`src/gtm_pkg.sv`:
```
package gtm_pkg;
   // Register byte addresses
   localparam logic [7:0] ADDR_TIMER_CONTROL      = 8'h00;
   localparam logic [7:0] ADDR_TIMER_GATE_CONTROL = 8'h04;
   localparam logic [7:0] ADDR_COUNT_LOW          = 8'h08;
   localparam logic [7:0] ADDR_COUNT_HIGH         = 8'h0c;
   localparam logic [7:0] ADDR_IRQ_STATUS         = 8'h10;
   localparam logic [7:0] ADDR_IRQ_MASK           = 8'h14;
   // Timer control fields
   localparam int CS_POS     = 6;
   localparam int PS_POS     = 4;
   localparam int SYNC_POS   = 2;
   localparam int RUN_POS    = 0;
   localparam logic [7:0] CTRL_WMASK = 8'hf5;
   // Gate control fields
   localparam int GE_POS     = 7;
   localparam int GPOL_POS   = 6;
   localparam int GTM_POS    = 5;
   localparam int GSPM_POS   = 4;
   localparam int GO_POS     = 3;
   localparam int GVAL_POS   = 2;
   localparam int GSS_POS    = 0;
   localparam logic [7:0] GATE_WMASK = 8'hf3;
   // Interrupt status bits
   localparam int IRQ_OVF_POS  = 0;
   localparam int IRQ_GATE_POS = 1;
   // Reset values
   localparam logic [7:0]  CTRL_RESET  = 8'h00;
   localparam logic [7:0]  GATE_RESET  = 8'h00;
   localparam logic [15:0] COUNT_RESET = 16'h0000;
   // Clock sources
   localparam logic [1:0] CS_INSTR = 2'h0;
   localparam logic [1:0] CS_SYS   = 2'h1;
   localparam logic [1:0] CS_PIN   = 2'h2;
   localparam logic [1:0] CS_LFOSC = 2'h3;
   // Gate sources
   localparam logic [1:0] GS_PIN  = 2'h0;
   localparam logic [1:0] GS_TMR0 = 2'h1;
   localparam logic [1:0] GS_CMP  = 2'h2;
   // Instruction clock divide
   localparam logic [1:0] INSTR_DIV_LAST = 2'h3;
   localparam logic [15:0] COUNT_MAX = 16'hffff;
endpackage

```
`src/gtm_timer.sv`:
```
`timescale 1ns/1ps
// Overview of operation
// - Clock source field picks LF oscillator, pin rising edge, system or instruction clock.
// - Prescale field divides selected clock by 1, 2, 4 or 8.
// - Bypass bit is stored only; the asynchronous input is synchronised whether it is 0 or 1.
// - Timer control bits 3 and 1 read zero and ignore writes.
// - Run bit starts the timer; clearing stops it and clears gate flip-flop.
// - Gate enable ignored when off; when on, counting follows the gate.
// - Gate polarity 1 counts while gate high, 0 while gate low.
// - Toggle mode bit enables toggling; clearing holds the flip-flop clear.
// - In toggle mode the flip-flop flips on every rising gate edge.
// - Single-pulse bit enables single-pulse mode controlling the gate.
// - Acquire status reads 1 while armed, 0 when done or unstarted.
// - Gate level status is read-only, shows gate level regardless of enable.
// - Control, gate and count fields reset to zero on power-on reset and on presetn.
// - Gate source: pin, companion overflow, comparator output, reserved.
// - Armed acquisition clears on trailing pulse edge, blocking until rearmed.
// - Each falling edge of the gate level sets the gate event flag.
// - Counter rolls FFFF to 0000 and sets the overflow flag.
module gtm_timer
(
   // APB slave
   input  wire logic        pclk,
   input  wire logic        presetn,
   input  wire logic        psel,
   input  wire logic        penable,
   input  wire logic        pwrite,
   input  wire logic [7:0]  paddr,
   input  wire logic [31:0] pwdata,
   output logic [31:0]      prdata,
   output logic             pready,
   output logic             pslverr,
   // Power-on reset indicator
   input  wire logic        por_event,
   // Clock sources
   input  wire logic        low_freq_internal_osc,
   input  wire logic        external_clock_pin,
   // Gate sources
   input  wire logic        external_gate_pin,
   input  wire logic        tmr0_overflow,
   input  wire logic        comparator_sync_output,
   // Interrupt
   output logic             irq
);
   import gtm_pkg::*;

   typedef struct packed
   {
      logic [7:0]  ctrl;
      logic [7:0]  gate;
      logic [15:0] count;
      logic [1:0]  irq_stat;
      logic [1:0]  irq_mask;
      logic [1:0]  div4;
      logic        clk_prev;
      logic        gsrc_prev;
      logic        gtog;
      logic        gval;
      logic        gval_prev;
      logic        gfire;
      logic [31:0] rdata;
      logic        ready;
      logic        slverr;
      logic        irq;
   } gtm_state_s;

   gtm_state_s st;
   gtm_state_s next_st;

   logic lfo_s;
   logic ckp_s;
   logic gpin_s;
   logic por_q;
   logic clk_lvl;
   logic clk_rise;
   logic tick_raw;
   logic tick;
   logic gsrc;
   logic gpol;
   logic gtog_eff;
   logic gval_new;
   logic cnt_en;
   logic wr;
   logic rd;

   function automatic logic [31:0] rd_mux(input gtm_state_s s, input logic [7:0] a);
      logic [31:0] v;
      v = 32'h0;
      case (a)
         ADDR_TIMER_CONTROL:      v[7:0] = s.ctrl & CTRL_WMASK;
         ADDR_TIMER_GATE_CONTROL: v[7:0] = {s.gate[7:3], s.gval, s.gate[1:0]};
         ADDR_COUNT_LOW:          v[7:0] = s.count[7:0];
         ADDR_COUNT_HIGH:         v[7:0] = s.count[15:8];
         ADDR_IRQ_STATUS:         v[1:0] = s.irq_stat;
         ADDR_IRQ_MASK:           v[1:0] = s.irq_mask;
         default:                 v = 32'h0;
      endcase
      return v;
   endfunction

   function automatic logic addr_ok(input logic [7:0] a);
      return (a == ADDR_TIMER_CONTROL) || (a == ADDR_TIMER_GATE_CONTROL) ||
             (a == ADDR_COUNT_LOW) || (a == ADDR_COUNT_HIGH) ||
             (a == ADDR_IRQ_STATUS) || (a == ADDR_IRQ_MASK);
   endfunction

   gtm_sync2 u_sync_lfo (.pclk(pclk), .presetn(presetn), .d(low_freq_internal_osc),
                         .q(lfo_s));
   gtm_sync2 u_sync_ckp (.pclk(pclk), .presetn(presetn), .d(external_clock_pin),
                         .q(ckp_s));
   gtm_sync2 u_sync_gpin (.pclk(pclk), .presetn(presetn), .d(external_gate_pin),
                          .q(gpin_s));
   gtm_sync2 u_sync_por (.pclk(pclk), .presetn(presetn), .d(por_event), .q(por_q));

   gtm_prescale u_ps
   (
      .pclk     (pclk),
      .presetn  (presetn),
      .clear    (!st.ctrl[RUN_POS]),
      .ratio    (st.ctrl[PS_POS +: 2]),
      .tick_in  (tick_raw),
      .tick_out (tick)
   );

   always_comb
   begin
      // Clock source selection
      clk_lvl  = (st.ctrl[CS_POS +: 2] == CS_LFOSC) ? lfo_s : ckp_s;
      // With bypass the pin is edge-detected after the same two stages; no deeper sync
      clk_rise = clk_lvl && !st.clk_prev;
      case (st.ctrl[CS_POS +: 2])
         CS_INSTR: tick_raw = (st.div4 == INSTR_DIV_LAST);
         CS_SYS:   tick_raw = 1'b1;
         CS_PIN:   tick_raw = clk_rise;
         CS_LFOSC: tick_raw = clk_rise;
         default:  tick_raw = 1'b0;
      endcase
      // Gate path
      case (st.gate[GSS_POS +: 2])
         GS_PIN:  gsrc = gpin_s;
         GS_TMR0: gsrc = tmr0_overflow;
         GS_CMP:  gsrc = comparator_sync_output;
         default: gsrc = 1'b0;
      endcase
      gpol     = st.gate[GPOL_POS] ? gsrc : !gsrc;
      gtog_eff = st.gate[GTM_POS] ? st.gtog : gpol;
      gval_new = st.gate[GSPM_POS] ? (gtog_eff && st.gate[GO_POS]) : gtog_eff;
      cnt_en   = st.ctrl[RUN_POS] && (!st.gate[GE_POS] || st.gval);
      wr = psel && penable && pwrite && st.ready;
      rd = psel && !penable;
   end

   always_comb
   begin
      next_st          = st;
      next_st.clk_prev = clk_lvl;
      next_st.div4     = 2'(st.div4 + 2'h1);
      next_st.gsrc_prev = gpol;
      next_st.gval     = gval_new;
      next_st.gval_prev = st.gval;
      // Toggle flip-flop
      if (!st.gate[GTM_POS] || !st.ctrl[RUN_POS])
         next_st.gtog = 1'b0;
      else if (gpol && !st.gsrc_prev)
         next_st.gtog = !st.gtog;
      // Counter
      if (cnt_en && tick)
      begin
         next_st.count = 16'(st.count + 16'h1);
         if (st.count == COUNT_MAX)
            next_st.irq_stat[IRQ_OVF_POS] = 1'b1;
      end
      // APB
      next_st.ready  = psel && penable && !st.ready;
      next_st.slverr = psel && penable && !st.ready && !addr_ok(paddr);
      if (rd)
         next_st.rdata = rd_mux(st, paddr);
      if (wr)
      begin
         case (paddr)
            ADDR_TIMER_CONTROL:
               next_st.ctrl = pwdata[7:0] & CTRL_WMASK;
            ADDR_TIMER_GATE_CONTROL:
               next_st.gate = {pwdata[7:4], pwdata[GO_POS] & pwdata[GSPM_POS], 1'b0,
                               pwdata[1:0]} & {GATE_WMASK[7:4], 1'b1, GATE_WMASK[2:0]};
            ADDR_COUNT_LOW:  next_st.count[7:0]  = pwdata[7:0];
            ADDR_COUNT_HIGH: next_st.count[15:8] = pwdata[7:0];
            ADDR_IRQ_STATUS: next_st.irq_stat    = st.irq_stat & ~pwdata[1:0];
            ADDR_IRQ_MASK:   next_st.irq_mask    = pwdata[1:0];
            default: ;
         endcase
      end
      // Single-pulse done on trailing edge; hardware clear wins
      if (st.gate[GSPM_POS] && st.gate[GO_POS] && st.gval_prev && !st.gval)
         next_st.gate[GO_POS] = 1'b0;
      if (!gval_new && st.gval)
         next_st.irq_stat[IRQ_GATE_POS] = 1'b1;
      if (cnt_en && tick && st.count == COUNT_MAX)
         next_st.irq_stat[IRQ_OVF_POS] = 1'b1;
      next_st.gfire = !gval_new && st.gval;
      next_st.irq   = |(next_st.irq_stat & next_st.irq_mask);
      // Power-on/brown-out clears ctrl, gate and count; presetn clears them as well
      if (por_q)
      begin
         next_st.ctrl  = CTRL_RESET;
         next_st.gate  = GATE_RESET;
         next_st.count = COUNT_RESET;
      end
   end

   always_ff @(posedge pclk or negedge presetn)
   begin
      if (!presetn)
      begin
         st       <= '0;
         st.ctrl  <= CTRL_RESET;
         st.gate  <= GATE_RESET;
      end
      else
         st <= next_st;
   end

   assign prdata  = st.rdata;
   assign pready  = st.ready;
   assign pslverr = st.slverr;
   assign irq     = st.irq;
endmodule

```
`src/gtm_sync2.sv`:
```
`timescale 1ns/1ps
module gtm_sync2
(
   // Clock and reset
   input  wire logic pclk,
   input  wire logic presetn,
   // Data
   input  wire logic d,
   output logic      q
);
   typedef struct packed
   {
      logic s1;
      logic s2;
   } gtm_sync_s;

   gtm_sync_s st;
   gtm_sync_s next_st;

   always_comb
   begin
      next_st    = st;
      next_st.s1 = d;
      next_st.s2 = st.s1;
   end

   always_ff @(posedge pclk or negedge presetn)
   begin
      if (!presetn)
         st <= '0;
      else
         st <= next_st;
   end

   assign q = st.s2;
endmodule

```
`src/gtm_prescale.sv`:
```
`timescale 1ns/1ps
module gtm_prescale
(
   // Clock and reset
   input  wire logic       pclk,
   input  wire logic       presetn,
   // Control
   input  wire logic       clear,
   input  wire logic [1:0] ratio,
   input  wire logic       tick_in,
   output logic            tick_out
);
   typedef struct packed
   {
      logic [2:0] cnt;
   } gtm_ps_s;

   gtm_ps_s st;
   gtm_ps_s next_st;
   logic [2:0] last;

   always_comb
   begin
      last    = 3'((4'h1 << ratio) - 4'h1);
      next_st = st;
      if (clear)
         next_st.cnt = 3'h0;
      else if (tick_in)
         next_st.cnt = (st.cnt >= last) ? 3'h0 : 3'(st.cnt + 3'h1);
   end

   assign tick_out = tick_in && !clear && (st.cnt >= last);

   always_ff @(posedge pclk or negedge presetn)
   begin
      if (!presetn)
         st <= '0;
      else
         st <= next_st;
   end
endmodule

```
`config.mk`:
```
export PLATFORM = sky130hd
export DESIGN_NAME = gtm_timer
export DESIGN_NICKNAME = d
export VERILOG_FILES = /design/src/gtm_pkg.sv /design/src/gtm_timer.sv /design/src/gtm_sync2.sv /design/src/gtm_prescale.sv
export SDC_FILE = /design/constraint.sdc
export NUM_CORES = 1
export LEC_CHECK = 0
export BUFFER_PORTS_ARGS = -buffer_cell sky130_fd_sc_hd__buf_2
export CORE_UTILIZATION = 30
export CTS_CLUSTER_SIZE = 24
export DETAILED_ROUTE_END_ITERATION = 10
export PLACE_DENSITY = 0.56
export SYNTH_ARGS = -nofsm -noshare
export SYNTH_HDL_FRONTEND = slang
export SYNTH_SLANG_ARGS = --single-unit
```
`constraint.sdc`:
```
create_clock -name pclk -period 2.9 [get_ports pclk]
set_clock_uncertainty 0.2 [all_clocks]
set_input_delay 0.58 -clock pclk [delete_from_list [all_inputs] [get_ports pclk]]
set_output_delay 0.58 -clock pclk [all_outputs]
set_load 0.01 [all_outputs]
```
[Word-level counts from Yosys, hierarchy flattened]
Cells that the tools add are included.
Widths: inputs -> output; s select.
Word-level totals
  flip-flop bits (word level): 65
  latch bits: 0
  bits in writable memories: 0
  ROM bits: 0
  input bits: 51
  output and inout bits: 35
  word-level logic and storage cells: 126
  memories: 0
Operators by class
  $add $sub $neg: 4
  $mul: 0
  div/mod/pow operators: 0
  $lt $le $gt $ge: 1
  eq/ne operators: 13
  shifts and indexed selects: 1
  multiplexer cells: 27
  bitwise logic cells: 4
  reductions and logical operators: 51
Operators with widths (number)
  $mux 36: 1
  $mux 32: 1
  $mux 8: 4
  $pmux 6 s4: 1
  $logic_and 1x1->1: 18
  $add 16x1->16 const B: 1
  $eq 16x16->1 const B: 1
  $eq 8x4->1 const B: 2
  $eq 8x5->1 const B: 2
  $mux 16: 1
  $logic_not 1->1: 12
  $pmux 2 s6: 1
  $mux 1: 11
  $mux 3: 3
  $eq 2x2->1 const B: 4
  $eq 8x3->1 const B: 1
  $logic_not 8->1: 1
  $reduce_bool 2->1: 4
  $logic_or 1x1->1: 7
  $pmux 1 s3: 2
  $reduce_and 2->1: 3
  $reduce_bool 3->1: 2
  $and 2x2->2: 2
  $eq 2x1->1 const B: 2
  other kinds (11): 14

[Longest topological paths before layout]
Gate-level depths: netlist (run 1).
  word-level depth: 13
  depth in mapped cells: 9
  depth with buffers taken out: 7

[By module]
From an unflattened synthesis (run 1), not the netlist that was laid out.
Second synthesis, totals
  cells, all modules: 337
  area, all modules: 3494.6 µm²
Modules (own cells, without submodules)
  gtm_timer: times used 1, cells an instance 302, area an instance 3027.9 µm², sequential area each 1276.2 µm²
  gtm_prescale: times used 1, cells an instance 27, area an instance 266.5 µm², sequential area each 75.1 µm²
  gtm_sync2: times used 4, cells an instance 2, area an instance 50.0 µm², sequential area each 50.0 µm²

[Worst setup path after synthesis (run 1)]
Ideal clock, no wire load.
  path kind: register to register
  start: reg st[75] in the netlist's numbering
  end: reg st[62] in the netlist's numbering
  setup time: 0.100 ns
  data arrival time: 2.188 ns
  data required time: 2.600 ns
  slack: 0.412 ns
  cell stages (with the launch flop): 9
  path buffers: 1
  clock period less this slack: 2.488 ns
  cells stage by stage: dfrtp_1 -> or2_2 -> ha_1 -> nor2b_1 -> o21ai_1 -> nand4_1 -> buf_2 -> or4_1 -> a311oi_1
RTL lines
  from (decl): RTL line gtm_timer.sv:67  | gtm_state_s st;
  from (signal assigned): RTL line gtm_timer.sv:220  | st <= next_st;

==> metrics.md, run 1 <==
| Metric | Value |
|---|---|
| Die width | `112 um` |
| Setup tns final | `0 ns` |
| Cell Area, Synth | `0.00361 sq mm` |
| # port buffers | `37` |
| CTS tree | `yes` |
| Crit path capture type | `flip-flop` |
| Max reg flops | `39` |
| Final net count | `449` |
| Leak | `1.87 nW` |
| Final Wtd Congestion | `0.867` |
| Worst Path Max Fanout | `21` |
| Primary FF master, synth | `dfrtp_1` |
| Multi-input gate area | `0.00181 sq mm` |
| Largest cells by area after synthesis | `dfrtp_1, buf_4, mux2i_1, nand2_1, nor2_1` |
| Hold WC Path Type | `reg -> reg` |
| Total power | `2.16 mW` |
| Synth top area share | `42.9%` |
| Cell Rows | `39` |
| DR pass1 iterations | `8` |
| Worst EP arrival | `2.70 ns` |
| WS Path Type | `reg -> reg` |
| Failing checks | `DRC` |
| Flop pwr share | `41.1%` |
| Final setup fails | `0` |
| Post-synthesis sequential area ratio | `42.9%` |
| Register area | `0.00155 sq mm` |
| Startpoint class of the critical path | `flip-flop` |
| Sw frac | `21.8%` |
| Fillers | `1180` |
| Routed WL per cell | `16.4 um` |
| Final Util | `35.9%` |
| Min-Delay Endpoint | `u_sync_ckp.q` |
| Maximum clock rate | `374 MHz` |
| PD cells | `520 mW/mm^2` |
| Initial antenna violation count | `0` |
| Max incr delay on CP | `0.46 ns` |
| Number of enable flip-flop cells after synthesis | `0` |
| Clock power frac | `53.4%` |
| Reg2Reg Depth | `8` |
| Synth area leader | `dfrtp_1` |
| Top post-synthesis cells by count | `dfrtp_1, buf_4, nand2_1` |
| DRT iter0 DRCs | `109` |
| Ports | `86` |
| Fin area | `0.00416 sq mm` |
| DP Worst Slack | `0.148 ns` |
| Detailed Place HPWL | `6410 um` |
| First-pass GRT wire length | `14500 um` |
| Required time worst endpoint | `2.93 ns` |
| Maximum VDD drop | `0.269 mV` |
| Layout overhead on the synthesized area | `15.0%` |
| Unrepaired setup endpoints after global routing | `no` |
| Critical path, cell by cell | `or2_2 -> ha_1 -> nor2b_1 -> o21ai_2 -> nand4_1 -> buf_12 -> or4_1 -> a311oi_1` |
| Final Cycle Share | `92.2%` |
| GRT Total Usage | `15.0%` |
| Slew headroom | `47.2%` |
| CTS Root Buffer Type | `clkbuf_16` |
| Die height | `112 um` |
| Vias in the first global route | `2756` |
| Status | `finished, violations left` |
| Placed inst area | `0.00383 sq mm` |
| FF+latch count, synth | `62` |
| Fraction of layout cells with a size suffix above 1 | `20.9%` |
| Fin worst setup slack | `0.228 ns` |
| Reg2reg start | `st[75]` |
| Routed WL | `8880 um` |
| Largest net degree at the start of global routing | `63` |
| R2r setup slk | `0.23 ns` |
| WP buf/inv | `1` |
| DRC viols | `4` |
| Worst Tran Pin Value | `0.792 ns` |
| Fin. Hold Viols | `0` |
| Comb power frac | `5.5%` |
| Area of the core | `0.0116 sq mm` |
| Clock Tree Buf Depth | `2` |
| Detail Route Antenna Nets | `0` |
| RR Endpoint | `st[60]` |
| Yosys cell types | `58` |
| H-tree levels | `3` |
| Biggest register | `st` |
| Max-cap violations | `0` |
| Worst Hold Depth | `0` |
| Clk sinks | `62` |
| # Post-CTS Setup Buffers | `0` |
| Top delay family on crit path | `simple AND/OR/NAND/NOR gates` |
| Post-synth ARST share | `100%` |
| Worst skew pair latency | `0.33 ns` |
| Most instantiated library cell after synthesis | `dfrtp_1` |
| Ant diodes | `0` |
| Post-route minimum period | `2.67 ns` |
| HP Start | `u_sync_ckp.next_st[0]` |
| P_sw | `0.471 mW` |
| Internal power | `1.69 mW` |
| Die footprint | `0.0125 sq mm` |
| Syn Inst Count | `357` |
| Final Max Slew Viols | `0` |
| Via Count | `2805` |
| Critical-path top delay cell | `or4_1` |
| Initial core utilization | `31.2%` |
| Synth Warn # | `0` |
| Grt total ovfl | `0` |
| CTS Buf Count | `9` |
| Routed vias/inst | `5.19` |
| Reg clk slew, reported paths | `0.05 ns` |
| Synthesized area per cell | `10.1 sq um` |
layout by cell type (no fill, tap or decap), types with 4 or more instances in the layout:
cell       count
dfrtp_1       62
o21ai_0       15
mux4_2         4
nor2_1        27
nand3_2        4
a21oi_1        4
buf_2         37
or3_1          5
nand3_1       15
nand2b_1       6
nand4_1        7
a22o_1         4
a311oi_1       8
and3_1         4
a31oi_1        5
conb_1        24
o21bai_1       4
nor2b_1        6
inv_1         10
clkbuf_16      9
or4_1          7
ha_1           6
nand2_1       30
o31ai_1        7
nand3b_1       4
buf_4          7
mux2i_1       18
and2_1         4
power groups by stage:
stage | registers [mW] | clock network [mW] | logic, mW
2_1_floorplan | 0.900 | 0 | 0.0842
3_3_place_gp | 0.902 | 0 | 0.119
3_5_place_dp | 0.903 | 0 | 0.119
4_1_cts | 0.888 | 1.18 | 0.120
5_1_grt | 0.889 | 1.22 | 0.131
6_report | 0.888 | 1.15 | 0.119
logic make-up after synthesis:
family                   share of synthesized area, %
AND/OR/NAND/NOR                                  21.7
AO/OA/AOI/OAI                                    13.0
flip-flops                                       42.9
buffers and inverters                            9.38
multiplexers                                     9.87
adder cells (fa/ha/maj)                          2.08
XOR/XNOR                                        0.970
other                                           0.104
per-stage QoR:
step | hold slack (ns) | cells
after global routing | 0.140 | 540
after floorplan | 0.0844 | 380
after detailed placement | 0.135 | 524
final | 0.145 | 540
after CTS | 0.141 | 540
after global placement | 0.134 | 524
what timing repair did:
item                                    4_1_cts  5_1_grt
gates resized for setup                       0        1
endpoints found under the setup margin        0        4
hold buffers                                  0        0
worst max-delay path by stage:
stage / start / end / slack, ns / depth (start not counted)
final: st[75] / st[60] / 0.23 / 8
after global routing: st[76] / st[60] / 0.06 / 8
after CTS: st[75] / st[60] / 0.12 / 8
after detailed placement: st[76] / st[60] / 0.15 / 8
after global placement: st[75] / st[60] / 0.18 / 8
after floorplan: st[75] / st[62] / 0.41 / 8
final cells by class:
| class | instances | area share [%] |
|---|---|---|
| Multi-Input combinational cell | 264 | 43.6 |
| Sequential cell | 62 | 37.3 |
| Timing Repair Buffer | 45 | 6.20 |
| Clock buffer | 12 | 5.93 |
| Tap cell | 143 | 4.31 |
| Clock inverter | 4 | 1.69 |
| Inverter | 10 | 0.903 |
routing by layer:
| metal | global-route usage (%) | up-vias | part of all wire, % |
|---|---|---|---|
| li1 | - | 1330 | - |
| met1 | 20.7 | 1366 | 47 |
| met2 | 22.4 | 95 | 45 |
| met3 | 4.46 | 14 | 6.2 |
| met4 | 5.14 | 0 | 1.6 |
| met5 | 0 | - | 0 |
Power figures use the tool's default switching activity.
==> run 2, diff against run 1 <==
clock period = 2.65 ns   (was 2.9 ns; I/O delays follow)
==> run 2 against run 1 <==
Net effect:
- the run still ends with DRC left
- register-to-register slack got worse by 0.15 ns
- total power rose by 15%
- clock power grew 20%
- wire length increased by 5.1%
- die area did not move
- sequential cell count unchanged
- critical endpoint is now st[62]
- count of clock-buffer cells in the layout up 1
- critical path depth stayed put
- critical path type unchanged
==> metrics.md, run 2 (synthesis results as in run 1) <==
| Metric | Value |
|---|---|
| Status | `finished, violations left` |
| Failing checks | `DRC` |
| DRC viols | `4 (unchanged)` |
| Max-cap violations | `0 (unchanged)` |
| Clock Tree Buf Depth | `2 (unchanged)` |
| Fin worst setup slack | `0.0776 ns (-0.150 ns)` |
| CTS Buf Count | `9 (unchanged)` |
| Final setup fails | `0 (unchanged)` |
| Routed WL | `9330 um (+5.1%)` |
| Clock power frac | `55.4% (+2.0 points)` |
| Worst EP arrival | `2.60 ns (-0.10 ns)` |
| Most common cell after layout, fill and taps aside | `dfrtp_1` |
| DRT iter0 DRCs | `236 (+120%)` |
| Worst Path Max Fanout | `11 (-48%)` |
| Routed WL per cell | `17.0 um (+3.5%)` |
| Detailed Place HPWL | `6490 um (+1.3%)` |
| GRT Total Usage | `15.9% (+0.88 points)` |
| Final Cycle Share | `97.1% (+4.9 points)` |
| Cell Rows | `39 (unchanged)` |
| Die footprint | `0.0125 sq mm (unchanged)` |
| Slew headroom | `41.8% (-5.4 points)` |
| CTS Root Buffer Type | `clkbuf_16` |
| Die height | `112 um (unchanged)` |
| Hold WC Path Type | `in -> reg` |
| Unrepaired setup endpoints after global routing | `yes` |
| Grt total ovfl | `0 (unchanged)` |
| Flop pwr share | `39.1% (-2.0 points)` |
| Fin. Hold Viols | `0 (unchanged)` |
| Initial antenna violation count | `0 (unchanged)` |
| Crit path capture type | `flip-flop` |
| PD cells | `572 mW/mm^2 (+10%)` |
| Startpoint class of the critical path | `flip-flop` |
| Final Wtd Congestion | `0.864 (-0.36%)` |
| P_sw | `0.511 mW (+8.5%)` |
| H-tree levels | `3 (unchanged)` |
| DP Worst Slack | `-0.0875 ns (-0.235 ns)` |
| Initial core utilization | `31.2% (unchanged)` |
| Final Max Slew Viols | `0 (unchanged)` |
| Vias in the first global route | `2872 (+4.2%)` |
| Worst Tran Pin Value | `0.867 ns (+0.0745 ns)` |
| Layout overhead on the synthesized area | `20.5%` |
| Commonest non-fill, non-tap cells in the layout | `dfrtp_1, buf_2, nand2_1` |
| Sw frac | `20.5% (-1.3 points)` |
| Comb power frac | `5.5% (about the same)` |
| DR pass1 iterations | `10 (+2)` |
| Die width | `112 um (unchanged)` |
| Fillers | `1124 (-4.7%)` |
| Maximum VDD drop | `0.304 mV (+13%)` |
| Maximum clock rate | `389 MHz (+3.9%)` |
| Area of the core | `0.0116 sq mm (unchanged)` |
| Total power | `2.49 mW (+15%)` |
| Fraction of layout cells with a size suffix above 1 | `24.9% (+4.0 points)` |
| Detail Route Antenna Nets | `0 (unchanged)` |
| # port buffers | `37 (unchanged)` |
| WS Path Type | `reg -> reg` |
| Largest net degree at the start of global routing | `42 (-33%)` |
| Required time worst endpoint | `2.68 ns (-0.25 ns)` |
| Final net count | `457 (+1.8%)` |
| Ant diodes | `0 (unchanged)` |
| Leak | `1.95 nW (+4.3%)` |
| First-pass GRT wire length | `15400 um (+6.1%)` |
| Final hold slack | `0.104 ns (-0.0408 ns)` |
| Post-route minimum period | `2.57 ns (-0.100 ns)` |
| Final Util | `37.7% (+1.7 points)` |
| CTS tree | `yes` |
| Clk sinks | `62 (unchanged)` |
| Ports | `86 (unchanged)` |
| Via Count | `2929 (+4.4%)` |
| Biggest register | `st` |
| Reg clk slew, reported paths | `0.05 ns (about the same)` |
| Max reg flops | `39 (unchanged)` |
| Worst skew pair latency | `0.33 ns (about the same)` |
| Internal power | `1.98 mW (+17%)` |
| Routed vias/inst | `5.34 (+2.9%)` |
==> run 2: cell count changes in the layout (fill, tap and decap cells not counted), sizes merged <==
cell	delta
clkbuf	+1
bufinv	+1
dlygate4sd3	+1
bufbuf	+1
clkinv	-2
buf	+6
==> run 2: through the flow <==
stage	TNS [ns]	instance area (sq um)	cells
final	0	4350	548
after global routing	-0.102	4350	548
after global placement	0	3870	527
after detailed placement	-0.225	3870	527
after CTS	0	4290	547
after floorplan	0	3700	380
==> run 2: path summary, 6_finish.rpt <==
kind	start	to	slack (ns)	cells past startpoint
max reg2reg	st[75]	st[62]	0.08	8
max in group asynchronous	presetn	pslverr	1.14	3
max	st[75]	st[62]	0.08	8
min in group asynchronous	presetn	u_sync_gpin.q	0.51	2
min	external_clock_pin	u_sync_ckp.next_st[0]	0.10	1
min reg2reg	u_sync_ckp.next_st[0]	u_sync_ckp.q	0.15	0
==> run 2: routing by layer <==
metal	GRT usage (%)	up-vias	wire length, um	share of wire (%)
li1	-	1348	-	-
met3	3.86	13	622	6.7
met1	21.7	1448	4220	45
met4	5.86	0	132	1.4
met2	24.5	120	4360	47
met5	0	-	0	0
==> run 2: final cells by class <==
type / count / area, sq um / share of cell area [%]
timing repair buffer: 53 / 358 / 8.22
clock buffer: 13 / 260 / 5.98
multi-input combinational: 264 / 1880 / 43.1
clock inverter: 3 / 90.1 / 2.07
tap: 143 / 179 / 4.11
inverter: 10 / 37.5 / 0.862
sequential: 62 / 1550 / 35.6
==> run 2: repair_timing <==
action                                  4_1_cts  5_1_grt
endpoints found under the setup margin        8        7
cloned                                        1        0
endpoints found under the hold margin        21        0
pin swaps                                     2        4
hold buffers                                  1        0
buffers inserted                              2        1
resized for setup                             4        9
==> run 2: worst max-delay path, cell delays in order, from the launching register on <==
cell and delay (ns):
dfrtp_1 0.38, or2_4 0.27, ha_4 0.15, nor2b_2 0.16, o21ai_2 0.20, nand4_1 0.19, buf_12 0.20, or4_1 0.48
a311oi_2 0.26
==> run 2: power by group through the flow <==
stage	Combinational (mW)	Clock (mW)	Sequential, mW
final	0.137	1.38	0.973
after global routing	0.153	1.45	0.974
after CTS	0.138	1.41	0.972
after detailed placement	0.136	0	0.989
after global placement	0.135	0	0.988
after floorplan	0.0922	0	0.985
